### src/inc/acfg_pkg.sv
package acfg_pkg;

   // Clock and conversion timing
   localparam int CLK_NS     = 8;
   localparam int CONV_NS    = 290;
   localparam int EARLY_NS   = 100;
   // Longest times round down, never below one cycle
   localparam int CONV_CYC   = (CONV_NS / CLK_NS < 1) ? 1 : CONV_NS / CLK_NS;
   localparam int EARLY_CYC  = (EARLY_NS / CLK_NS < 1) ? 1 : EARLY_NS / CLK_NS;

   // Widths
   localparam int RES_W      = 16;
   localparam int ST_W       = 6;
   localparam int SH_W       = RES_W + ST_W;
   localparam int CFG_W      = 8;
   localparam int CMD_W      = 8;
   localparam int CNT_W      = 6;
   localparam int BIT_W      = 5;

   // Register instruction layout
   localparam logic [BIT_W-1:0] CMD_LAST   = 5'h07;
   localparam logic [BIT_W-1:0] FRAME_LAST = 5'h0F;
   localparam logic [BIT_W-1:0] FRAME_SAT  = 5'h10;
   localparam logic             CMD_PREFIX = 1'h0;
   localparam logic             CMD_READ   = 1'h1;
   localparam logic [5:0]       CMD_FIXED  = 6'h14;
   localparam int               CMD_PFX_B  = 7;
   localparam int               CMD_RW_B   = 6;

   // Configuration register fields
   localparam int BIT_APPEND = 4;
   localparam int BIT_SPAN   = 3;
   localparam int BIT_KICK   = 2;
   localparam int BIT_EARLY  = 1;
   localparam int BIT_OV     = 0;
   localparam logic [CFG_W-1:0] CFG_RESET = 8'h01;
   localparam logic [CFG_W-1:0] CFG_WMASK = 8'h1E;

   typedef struct packed {
      logic convert_select;
      logic sck;
      logic sdi;
      logic ov;
   } acfg_pins_t;

   typedef struct packed {
      acfg_pins_t        prev;
      logic              powerup;
      logic              four_wire;
      logic              converting;
      logic [CNT_W-1:0]  cnt;
      logic              acquire;
      logic              pdown;
      logic [SH_W-1:0]   shreg;
      logic              sdi_bit;
      logic              rdy_wait;
      logic [BIT_W-1:0]  bitcnt;
      logic [CMD_W-1:0]  cmd;
      logic              cmd_ok;
      logic              cmd_rd;
      logic              pend_read;
      logic [CFG_W-1:0]  cfg;
      logic              sdo;
      logic              sdo_oe;
   } acfg_state_t;

endpackage : acfg_pkg

### src/logic/acfg_sync.sv
`timescale 1ns/10ps
module acfg_sync #(
   parameter int W = 1
) (
   input  wire logic         clk_i,
   input  wire logic         rst_n_i,
   input  wire logic [W-1:0] d_i,
   output logic      [W-1:0] q_o
);

   logic [W-1:0] stage1;

   // First stage feeds only the second
   always_ff @(posedge clk_i or negedge rst_n_i) begin
      if (!rst_n_i) begin
         stage1 <= '0;
         q_o    <= '0;
      end else begin
         stage1 <= d_i;
         q_o    <= stage1;
      end
   end

endmodule : acfg_sync

### src/logic/acfg_core.sv
`timescale 1ns/10ps
module acfg_core #(
   parameter int CONV_CYC  = acfg_pkg::CONV_CYC,
   parameter int EARLY_CYC = acfg_pkg::EARLY_CYC
) (
   input  wire logic                       clk_i,
   input  wire logic                       rst_n_i,
   input  wire logic                       convert_select_i,
   input  wire logic                       sck_i,
   input  wire logic                       sdi_i,
   input  wire logic                       overvoltage_i,
   input  wire logic                       ready_enable_i,
   input  wire logic [acfg_pkg::RES_W-1:0] result_i,
   output logic                            sdo_o,
   output logic                            sdo_oe_o,
   output logic                            acquire_o,
   output logic                            powered_down_o,
   output logic                            span_reduce_o,
   output logic                            low_kickback_o
);

   localparam int SH_W  = acfg_pkg::SH_W;
   localparam int ST_W  = acfg_pkg::ST_W;
   localparam int CFG_W = acfg_pkg::CFG_W;
   localparam logic [acfg_pkg::CNT_W-1:0] CONV_LAST =
      acfg_pkg::CNT_W'(CONV_CYC - 1);
   localparam logic [acfg_pkg::CNT_W-1:0] ACQ_AT =
      acfg_pkg::CNT_W'(CONV_CYC - EARLY_CYC - 1);

   initial begin
      if (CONV_CYC < 2 || CONV_CYC >= (1 << acfg_pkg::CNT_W) ||
          EARLY_CYC < 1 || EARLY_CYC >= CONV_CYC) begin
         $error("acfg_core: conversion timing out of range");
      end
   end

   logic                 rst_meta;
   logic                 rst_n;
   acfg_pkg::acfg_pins_t pin_raw;
   acfg_pkg::acfg_pins_t pin;
   acfg_pkg::acfg_state_t s;
   acfg_pkg::acfg_state_t next_s;

   // Reset released through two flops
   always_ff @(posedge clk_i or negedge rst_n_i) begin
      if (!rst_n_i) begin
         rst_meta <= 1'h0;
         rst_n    <= 1'h0;
      end else begin
         rst_meta <= 1'h1;
         rst_n    <= rst_meta;
      end
   end

   assign pin_raw = '{convert_select: convert_select_i, sck: sck_i, sdi: sdi_i,
                      ov: overvoltage_i};

   // Synchroniser leaves reset first, so pins are valid once the state runs
   acfg_sync #(
      .W ($bits(acfg_pkg::acfg_pins_t))
   ) u_sync (
      .clk_i   (clk_i),
      .rst_n_i (rst_n_i),
      .d_i     (pin_raw),
      .q_o     (pin)
   );

   function automatic logic [SH_W-1:0] load_word(
      input logic [acfg_pkg::RES_W-1:0] res,
      input logic [CFG_W-1:0]           cfg
   );
      logic [ST_W-1:0] st;
      st = cfg[acfg_pkg::BIT_APPEND] ? cfg[ST_W-1:0] : '0;
      return {res, st};
   endfunction : load_word

   logic cnv_rise;
   logic cnv_fall;
   logic sck_rise;
   logic sck_fall;
   logic frame;
   logic early;
   logic ready_mode;
   logic [acfg_pkg::CMD_W-1:0] cmd_full;

   always_comb begin
      cnv_rise   = pin.convert_select & ~s.prev.convert_select;
      cnv_fall   = ~pin.convert_select & s.prev.convert_select;
      sck_rise   = pin.sck & ~s.prev.sck;
      sck_fall   = ~pin.sck & s.prev.sck;
      early      = s.cfg[acfg_pkg::BIT_EARLY];
      ready_mode = ready_enable_i & ~early;
      // Four-wire readback is framed by the data input
      frame      = ~pin.convert_select | (s.four_wire & ~pin.sdi);
      cmd_full   = {s.cmd[acfg_pkg::CMD_W-2:0], pin.sdi};
   end

   always_comb begin
      next_s      = s;
      next_s.prev = pin;

      // Conversion phase
      if (cnv_rise && !s.converting) begin
         next_s.converting = 1'h1;
         next_s.cnt        = '0;
         next_s.acquire    = 1'h0;
         next_s.pdown      = 1'h0;
         next_s.powerup    = 1'h0;
         next_s.four_wire  = ~pin.sdi;
         next_s.rdy_wait   = 1'h0;
      end else if (s.converting) begin
         next_s.cnt = s.cnt + 1'h1;
         if (s.cnt == ACQ_AT) begin
            next_s.acquire = 1'h1;
         end
         if (s.cnt == CONV_LAST) begin
            next_s.converting = 1'h0;
            next_s.acquire    = 1'h1;
            next_s.pdown      = 1'h1;
            next_s.shreg      = load_word(result_i, s.cfg);
            next_s.rdy_wait   = ready_mode;
         end
      end

      // Register frame opens on convert_select falling
      if (cnv_fall) begin
         next_s.powerup   = 1'h0;
         next_s.bitcnt    = '0;
         next_s.cmd_ok    = 1'h0;
         next_s.pend_read = 1'h0;
      end

      // Capture on rising edges
      if (sck_rise && frame) begin
         next_s.sdi_bit = pin.sdi;
         if (!pin.convert_select && s.bitcnt != acfg_pkg::FRAME_SAT) begin
            next_s.bitcnt = s.bitcnt + 1'h1;
            next_s.cmd    = cmd_full;
            if (s.bitcnt == acfg_pkg::CMD_LAST) begin
               next_s.cmd_ok =
                  (cmd_full[acfg_pkg::CMD_PFX_B] == acfg_pkg::CMD_PREFIX) &&
                  (cmd_full[5:0] == acfg_pkg::CMD_FIXED);
               next_s.cmd_rd =
                  cmd_full[acfg_pkg::CMD_RW_B] == acfg_pkg::CMD_READ;
               next_s.pend_read = next_s.cmd_ok & next_s.cmd_rd;
            end
            // Whole byte in before any field changes
            if (s.bitcnt == acfg_pkg::FRAME_LAST && s.cmd_ok &&
                !s.cmd_rd) begin
               next_s.cfg = (s.cfg & ~acfg_pkg::CFG_WMASK) |
                            (cmd_full & acfg_pkg::CFG_WMASK);
            end
         end
      end

      // Shift on falling edges
      if (sck_fall && frame) begin
         if (s.pend_read) begin
            next_s.pend_read = 1'h0;
            next_s.shreg[SH_W-1 -: CFG_W] = s.cfg;
            // Clear only once the condition is gone
            if (!pin.ov) begin
               next_s.cfg[acfg_pkg::BIT_OV] = 1'h1;
            end
         end else if (s.rdy_wait) begin
            next_s.rdy_wait = 1'h0;
         end else begin
            next_s.shreg = {s.shreg[SH_W-2:0], s.sdi_bit};
            // Chain data follows the result when no status is sent
            if (!s.cfg[acfg_pkg::BIT_APPEND]) begin
               next_s.shreg[ST_W] = s.sdi_bit;
            end
         end
      end

      // Overvoltage set wins over a read clear
      if (pin.ov) begin
         next_s.cfg[acfg_pkg::BIT_OV] = 1'h0;
      end
      next_s.cfg[CFG_W-1:5] = '0;

      // Data output
      if (next_s.powerup) begin
         next_s.sdo_oe = ~(pin.convert_select & pin.sdi);
         next_s.sdo    = 1'h0;
      end else begin
         next_s.sdo_oe = frame;
         if (s.converting && ready_mode) begin
            next_s.sdo = 1'h1;
         end else if (next_s.rdy_wait) begin
            next_s.sdo = 1'h0;
         end else begin
            next_s.sdo = next_s.shreg[SH_W-1];
         end
      end
   end

   // Reset values load before any frame is seen
   always_ff @(posedge clk_i or negedge rst_n) begin
      if (!rst_n) begin
         s         <= '0;
         s.powerup <= 1'h1;
         s.pdown   <= 1'h1;
         s.acquire <= 1'h1;
         s.cfg     <= acfg_pkg::CFG_RESET;
         // Idle pin levels, so no false edge follows reset
         s.prev    <= '{convert_select: 1'h1, sck: 1'h0, sdi: 1'h1, ov: 1'h0};
      end else begin
         s <= next_s;
      end
   end

   assign sdo_o          = s.sdo;
   assign sdo_oe_o       = s.sdo_oe;
   assign acquire_o      = s.acquire;
   assign powered_down_o = s.pdown;
   assign span_reduce_o  = s.cfg[acfg_pkg::BIT_SPAN];
   assign low_kickback_o = s.cfg[acfg_pkg::BIT_KICK];

   localparam int CONV_D = CONV_CYC;
   localparam int ACQ_D  = CONV_CYC - EARLY_CYC;
endmodule : acfg_core

### config.mk
export PLATFORM = sky130hd
export DESIGN_NAME = acfg_core
export DESIGN_NICKNAME = d
export VERILOG_FILES = /design/src/inc/acfg_pkg.sv /design/src/logic/acfg_sync.sv /design/src/logic/acfg_core.sv
export SDC_FILE = /design/constraint.sdc
export NUM_CORES = 1
export LEC_CHECK = 0
export ABC_AREA = 1
export ABC_CLOCK_PERIOD_IN_PS = 2300
export BUFFER_PORTS_ARGS = -buffer_cell sky130_fd_sc_hd__buf_2
export CORE_ASPECT_RATIO = 0.6
export CORE_UTILIZATION = 40
export DETAILED_ROUTE_END_ITERATION = 10
export GPL_TIMING_DRIVEN = 0
export PLACE_DENSITY_LB_ADDON = 0.1
export SETUP_SLACK_MARGIN = 0.15
export SKIP_CTS_REPAIR_TIMING = 1
export SYNTH_ARGS = -nofsm -noshare
export SYNTH_HDL_FRONTEND = slang
export SYNTH_SLANG_ARGS = --single-unit
### constraint.sdc
create_clock -name clk_i -period 2.3 [get_ports clk_i]
set_input_delay 0.115 -clock clk_i [delete_from_list [all_inputs] [get_ports clk_i]]
set_output_delay 0.115 -clock clk_i [all_outputs]
set_load 0.02 [all_outputs]
=== Word-level counts from Yosys, hierarchy flattened ===
Index checks and enable logic that the tools add are counted.

* Register bits: 70
* Input bits: 23
* Output and inout bits: 6
* Logic and storage cells: 104

* $add $sub $neg: 2
* Eq/ne operators: 6
* Mux-type cells: 35
* Bitwise operators: 18
* Reductions and logical operators: 19

{| class="wikitable"
|+ Operators by type and width
! operator !! number
|-
| $mux 24 || 3
|-
| $mux 22 || 3
|-
| $mux 31 || 1
|-
| $mux 1 || 19
|-
| $mux 5 || 3
|-
| $mux 14 || 1
|-
| $eq 6x5->1 const B || 2
|-
| $mux 9 || 1
|-
| $and 1x1->1 || 8
|-
| $logic_and 1x1->1 || 8
|-
| $mux 8 || 1
|-
| $not 1->1 || 8
|-
| $add 6x1->6 const B || 1
|-
| $eq 6x6->1 const B || 1
|-
| $reduce_and 2->1 || 3
|-
| $reduce_and 3->1 || 2
|-
| $add 5x1->5 const B || 1
|-
| $eq 5x3->1 const B || 1
|-
| $eq 5x4->1 const B || 1
|-
| $ne 5x5->1 const B || 1
|-
| $or 1x5->5 || 1
|-
| $mux 2 || 2
|-
| $reduce_bool 2->1 || 2
|-
| $logic_not 1->1 || 3
|-
| 3 further kinds || 3
|}

=== Depth between registers and ports, before layout ===
Gate-level depths: netlist (run 1).

* Depth after elaboration: 11
* Depth in mapped cells: 10
* Depth with buffers taken out: 9

=== Cells and area by module ===
From an unflattened synthesis (run 1), not the netlist that was laid out.

* Cell total of the unflattened synthesis: 338
* Area total of the unflattened synthesis: 3,165.5 um^2

{| class="wikitable"
|+ By module, submodules not included
! module !! instances !! cells an instance !! area an instance (um^2)
|-
| acfg_core || 1 || 330 || 2,965.3
|-
| acfg_sync || 1 || 8 || 200.2
|}

=== Worst setup path after synthesis (run 1) ===
Ideal clock, no wire load.

* Path type: register to register
* Start point: reg s[52] (netlist name)
* End point: reg s[43] (netlist name)
* Setup time: 0.095 ns
* Data arrival time: 1.320 ns
* Data required time: 2.205 ns
* Slack: 0.884 ns
* Cell stages (with the launch flop): 7
* Path through: dfrtp_1 > ha_1 > nand2_1 > nor3_4 > buf_6 > nor2_1 > o31ai_1

{| class="wikitable"
|+ RTL lines
! element !! line !! source
|-
| start, declared || acfg_core.sv:41 || <nowiki>acfg_pkg::acfg_state_t s;</nowiki>
|-
| start signal, assigned || acfg_core.sv:209 || <nowiki>s <= next_s;</nowiki>
|}

==> results.py, run 1 <==
metrics = {
    "run_status": {
        "status": "finished, final reports clean",
    },
    "setup_path": {
        "critPathSlowestCell": "nor3_4",
        "start_kind": "flip-flop",
        "cp.required_ns": 2.51,
        "path_max_fanout": 10,
        "worstSetupEndpointType": "flip-flop",
        "crit_chain": "ha_1 > nand2_1 > nor3_4 > buf_6 > nor2_1 > o31ai_1",
        "arrival_ns": 2.08,
        "critPathKind": "reg2reg",
        "slowest_delay_ns": 0.46,
    },
    "synthesis": {
        "synth.largest_area_cell": "dfrtp_1",
        "netlist_top_cells_count": "nand2_1, dfrtp_1, inv_1, nor2_1, o21ai_0",
        "synth_edf_count": 0,
        "synth.ff_latch_count": 69,
        "synth_cells": 337,
        "synthTopCellsByArea": "dfrtp_1, nand2_1, o21ai_0, inv_1, nor2_1",
        "synth_top_cell_area_share_pct": 52.3,
        "yosysMostFrequentCell": "nand2_1",
        "syn_nets": 364,
        "avgSynthCellArea_sq_um": 9.09,
        "synth_ff_type": "dfrtp_1",
        "ys_types": 34,
        "async_flop_share_pct": 100,
        "yosys_warnings": 0,
        "netlist_area_sq_um": 3060,
        "yosysSeqAreaShare_pct": 56.6,
    },
    "global_routing": {
        "grt_max_degree": 37,
        "grt_pass1_vias": 2255,
        "antenna_found_initial": 0,
        "grt_overflow_total": 0,
        "grt_use_total_pct": 19.9,
        "grt_pass1_wl_mm": 11.8,
    },
    "power": {
        "p_total_mw": 4.13,
        "peakVddDrop_mv": 0.624,
        "leakagePower_nw": 1.77,
        "pwr_density_cell_nw_per_um2": 1110,
    },
    "detailed_routing": {
        "viasPerCell": 4.65,
        "detail_route.wl_per_cell_microns": 13.8,
        "drcViolationCount": 0,
        "drt_iter0_markers": 191,
        "num_vias": 2285,
        "drt_first_pass_iters": 4,
        "drt-total-wl_mm": 6.75,
        "drtAntennaViolNets": 0,
    },
    "floorplan": {
        "ioPinCount": 29,
        "start_util_pct": 41.8,
        "dieHeight_microns": 69.8,
        "die_w_microns": 115,
        "core_sq_um": 7330,
        "rows": 24,
        "design.die.area_sq_um": 8020,
    },
    "clocking": {
        "cts_max_level": 3,
        "ctsLongestPathBuffers": 2,
        "clkSinkCount": 69,
        "root_buffer": "clkbuf_16",
        "clkTransAtPathRegs_ns": 0.06,
        "cts_tree": "built",
        "cts-buffers-inserted": 9,
        "insertion_delay_ns": 0.34,
    },
    "layout": {
        "final_nets": 409,
        "area_growth_pct": 21.7,
        "num_antenna_cells": 0,
        "utilization_pct": 50.9,
        "drive_gt1_share_pct": 19.9,
        "instances_no_fill": 491,
    },
    "timing": {
        "period_minus_slack_ns": 1.87,
        "slew_headroom_pct": 45.1,
        "fin_crit_sh_pct": 81.2,
        "hold_viol": 0,
        "max_freq_mhz": 536,
        "maxSlewViolCount": 0,
        "rsz0062_at_grt": "false",
        "setup_viol": 0,
        "tightest_slew_ns": 0.823,
        "whs_ns": 0.0420,
        "fin_tns_setup_ns": 0,
        "fin_skew_ns": 0.00457,
    },
    "placement": {
        "dpl.cell_count": 470,
        "dp.final_hpwl_mm": 4.88,
        "io_buffers": 28,
        "routabilityCongestion": 0.781,
    },
    "hold_path": {
        "worstHoldPathType": "in2reg",
    },
    "job": {
        "drv_cap": 0,
    },
}
through the flow:
step	setup WS (ns)	cell area (sq um)
2_1_floorplan	0.485	3060
3_3_place_gp	-0.339	3330
3_5_place_dp	0.527	3350
4_1_cts	0.484	3680
5_1_grt	0.340	3730
6_report	0.433	3730
worst max-delay path: cells and delay by family (launching register included):
kind	cells	cell delay [ns]
and+or+nand+nor	3	0.64
adders and majority gates	1	0.23
AOI/OAI and AO/OA	1	0.27
DFF	1	0.39
buffers and inverters	1	0.22
layout by cell type, fill, tap and decap left out, types with 2 or more instances in the layout:
cell / synthesis / routed
nand3_1: 21 / 21
buf_6: 3 / 3
clkinv_4: 0 / 2
o31ai_1: 6 / 6
a22oi_1: 2 / 2
nand2_2: 4 / 4
o21ai_1: 6 / 6
nor3_1: 2 / 2
a31oi_1: 4 / 4
a21oi_1: 13 / 13
buf_2: 3 / 31
nand4_1: 7 / 7
nor2_1: 36 / 36
o21ai_0: 32 / 32
nor2_2: 2 / 2
nand3_2: 2 / 2
dfstp_2: 5 / 5
ha_1: 4 / 4
inv_2: 4 / 4
bufinv_16: 0 / 2
dfrtp_1: 64 / 63
clkbuf_16: 0 / 9
dlygate4sd3_1: 0 / 5
inv_1: 38 / 38
buf_4: 2 / 2
nand2_1: 65 / 65
area by class of cell:
class | instances | area [sq um]
clock buffers | 9 | 225
fillers | 713 | 3600
plain buffers | 9 | 67.6
clock inverters | 7 | 98.8
flip-flops and latches | 69 | 1730
inverters | 42 | 158
repair buffers | 34 | 210
well taps | 104 | 130
multi-input cells | 217 | 1100
worst paths after layout:
check                                  from  cells past startpoint  slack (ns)            end
setup / recovery                      s[52]                      6        0.43          s[43]
hold / removal                  result_i[2]                      3        0.04          s[36]
setup reg to reg                      s[52]                      6        0.43          s[43]
hold reg to reg            u_sync.stage1[1]                      0        0.35  u_sync.q_o[1]
max in group asynchronous             rst_n                      1        1.24          s[64]
min in group asynchronous           rst_n_i                      2        0.16       rst_meta
routing by layer:
layer / track usage, % / wire length, microns
met5: 0 / 0
met4: 7.07 / 104
met3: 5.94 / 298
met2: 23.6 / 2480
met1: 32.6 / 3870
report_power, final:
group | leakage, nW | internal [mW] | total [mW] | switching [mW]
combinational | 0.780 | 0.335 | 0.823 | 0.487
clock | 0.156 | 0.953 | 1.49 | 0.537
sequential | 0.834 | 1.58 | 1.81 | 0.235
total | 1.77 | 2.87 | 4.13 | 1.26
state kept, by name, indices dropped and copies added, names as in the netlist:
name and cells:
sdo_oe_o 1, u_sync.q_o 4, low_kickback_o 1, cmd_full 7
span_reduce_o 1, acquire_o 1, early 1, u_sync.stage1 4
powered_down_o 1, sdo_o 1, rst_meta 1, rst_n 1
s 45
kinds of logic (layout without fill, tap and decap cells):
family | Yosys count | count (layout) | synth area share [%]
AOI/OAI and AO/OA | 66 | 66 | 11.9
DFF | 69 | 69 | 56.6
and+or+nand+nor | 146 | 146 | 22.4
adders and majority gates | 4 | 4 | 1.63
other | 1 | 1 | 0.122
buffers and inverters | 51 | 101 | 7.36
Note: power is estimated with default switching activity, not from simulation.
==> run 2: changes to the inputs <==
--- a/config.mk
+++ b/config.mk
@@ -6,7 +6,7 @@
 export NUM_CORES = 1
 export LEC_CHECK = 0
 export ABC_AREA = 1
-export ABC_CLOCK_PERIOD_IN_PS = 2300
+export ABC_CLOCK_PERIOD_IN_PS = 1500
 export BUFFER_PORTS_ARGS = -buffer_cell sky130_fd_sc_hd__buf_2
 export CORE_ASPECT_RATIO = 0.6
 export CORE_UTILIZATION = 40
==> constraint.sdc (replaced) <==
create_clock -name clk_i -period 1.5 [get_ports clk_i]
set_input_delay 0.075 -clock clk_i [delete_from_list [all_inputs] [get_ports clk_i]]
set_output_delay 0.075 -clock clk_i [all_outputs]
set_load 0.02 [all_outputs]
==> run 2 against run 1 <==
The flow now finishes with violations (setup timing); die area did not move; sequential share of layout area shrank 7.2 points; global-route usage decreased by 0.68 points; wire length is 17% higher; critical path type unchanged; sequential power grew 60%; clock skew is 0.0025 ns higher; largest cell class unchanged; final cell count rose by 6.1%; highest routed layer unchanged.
==> results.py, run 2 (synthesis results as in run 1) <==
metrics = {
    "run_status": {
        "status": "finished, violations left",
        "violations": "setup timing",
    },
    "power": {
        "peakVddDrop_mv": 1.03,
        "pwr_density_cell_nw_per_um2": 1540,
        "leakagePower_nw": 2.03,
        "p_total_mw": 6.81,
    },
    "setup_path": {
        "path_max_fanout": 7,
        "critPathKind": "reg2reg",
        "start_kind": "flip-flop",
        "arrival_ns": 1.73,
        "worstSetupEndpointType": "flip-flop",
        "cp.required_ns": 1.73,
    },
    "hold_path": {
        "worstHoldPathType": "in2reg",
    },
    "floorplan": {
        "core_sq_um": 7330,
        "die_w_microns": 115,
        "design.die.area_sq_um": 8020,
        "ioPinCount": 29,
        "start_util_pct": 41.8,
        "rows": 24,
        "dieHeight_microns": 69.8,
    },
    "timing": {
        "period_minus_slack_ns": 1.50,
        "hold_viol": 0,
        "tightest_slew_ns": 0.779,
        "setup_viol": 2,
        "fin_tns_setup_ns": -0.00523,
        "max_freq_mhz": 665,
        "fin_skew_ns": 0.00704,
        "rsz0062_at_grt": "true",
        "slew_headroom_pct": 48.1,
        "final.setup.worst_slack_ns": -0.00459,
        "fin_crit_sh_pct": 100,
        "maxSlewViolCount": 0,
    },
    "placement": {
        "routabilityCongestion": 0.755,
        "dp.final_hpwl_mm": 4.86,
        "io_buffers": 28,
        "pre_cts_ws_ns": -0.186,
    },
    "global_routing": {
        "grt_use_total_pct": 19.2,
        "grt_pass1_wl_mm": 11.4,
        "grt_pass1_vias": 2222,
        "grt_overflow_total": 0,
        "antenna_found_initial": 0,
        "grt_max_degree": 60,
    },
    "layout": {
        "final_nets": 439,
        "regMostFlops": "s",
        "seq_area_sq_um": 1740,
        "fillers": 629,
        "largest_reg_flops": 45,
        "multi_input_area_sq_um": 1500,
        "utilization_pct": 60.5,
        "layout_commonest_cell": "dfrtp_1",
        "area_growth_pct": 44.7,
        "layout_common_cells": "dfrtp_1, nand2_1, inv_1",
        "num_antenna_cells": 0,
        "drive_gt1_share_pct": 45.1,
    },
    "clocking": {
        "clkSinkCount": 69,
        "insertion_delay_ns": 0.33,
        "cts_tree": "built",
        "cts_max_level": 3,
        "clkTransAtPathRegs_ns": 0.06,
        "root_buffer": "clkbuf_16",
        "cts-buffers-inserted": 9,
        "ctsLongestPathBuffers": 2,
    },
    "detailed_routing": {
        "drt_first_pass_iters": 4,
        "num_vias": 2587,
        "drt-total-wl_mm": 7.88,
        "detail_route.wl_per_cell_microns": 15.1,
        "drt_iter0_markers": 146,
        "drcViolationCount": 0,
        "drtAntennaViolNets": 0,
        "viasPerCell": 4.97,
    },
    "job": {
        "drv_cap": 0,
    },
}
## run 2: cell types whose count changed in the layout (fill, tap and decap cells not counted), moves of 7 or more
cell / before / now
o21ai_2: 0 / 14
nor2_4: 0 / 7
nand2_1: 65 / 49
buf_6: 3 / 17
nor2_1: 36 / 18
o21ai_1: 6 / 13
o21ai_0: 32 / 10
nand2_4: 1 / 8
nand3_1: 21 / 14
nor2_2: 2 / 13
nand2_2: 4 / 13
buf_4: 2 / 18
## run 2: layout make-up
class	count	area share, %
clock buffers	10	5.39
multi-input cells	217	33.8
repair buffers	64	10.9
flip-flops and latches	69	39.3
clock inverters	6	1.41
plain buffers	9	2.46
well taps	104	2.94
inverters	42	3.78
## run 2: path summary, 6_finish.rpt
| kind | startpoint | slack (ns) | depth (start not counted) | endpoint |
|---|---|---|---|---|
| setup reg to reg | s[53] | -0.005 | 8 | s[44] |
| hold reg to reg | u_sync.stage1[3] | 0.35 | 0 | u_sync.q_o[3] |
| max in group asynchronous | rst_n | 0.53 | 0 | s[21] |
| min in group asynchronous | rst_n_i | 0.13 | 2 | u_sync.stage1[0] |
| hold / removal | result_i[4] | 0.01 | 3 | s[38] |
| setup / recovery | s[53] | -0.005 | 8 | s[44] |
## run 2: per-layer routing
metal / vias to the layer above / routed length, microns / GRT usage [%]
met5: - / 0 / 0
met4: 0 / 52 / 5.19
met3: 7 / 431 / 5.86
met2: 61 / 3190 / 23.0
met1: 1253 / 4210 / 31.9
li1: 1266 / - / -
## run 2: critical path, stage by stage, from the launching register on
cell     delay, ns
dfrtp_1       0.42
ha_4          0.20
inv_2         0.05
nor2_1        0.03
nand4_1       0.09
buf_6         0.18
buf_6         0.16
nor2_2        0.04
o31ai_1       0.24
## run 2: per-stage QoR
stage               cell area [sq um]  hold WS [ns]  cells
floorplan                        3080        -0.221    337
global placement                 3350       -0.0622    469
detailed placement               3350       -0.0610    469
CTS                              3650        -0.414    485
global route                     4430        0.0249    521
finish                           4430        0.0109    521
## run 2: report_power, final
part / internal [mW] / switching (mW)
clock: 1.32 / 0.788
sequential: 2.43 / 0.459
combinational: 0.864 / 0.949
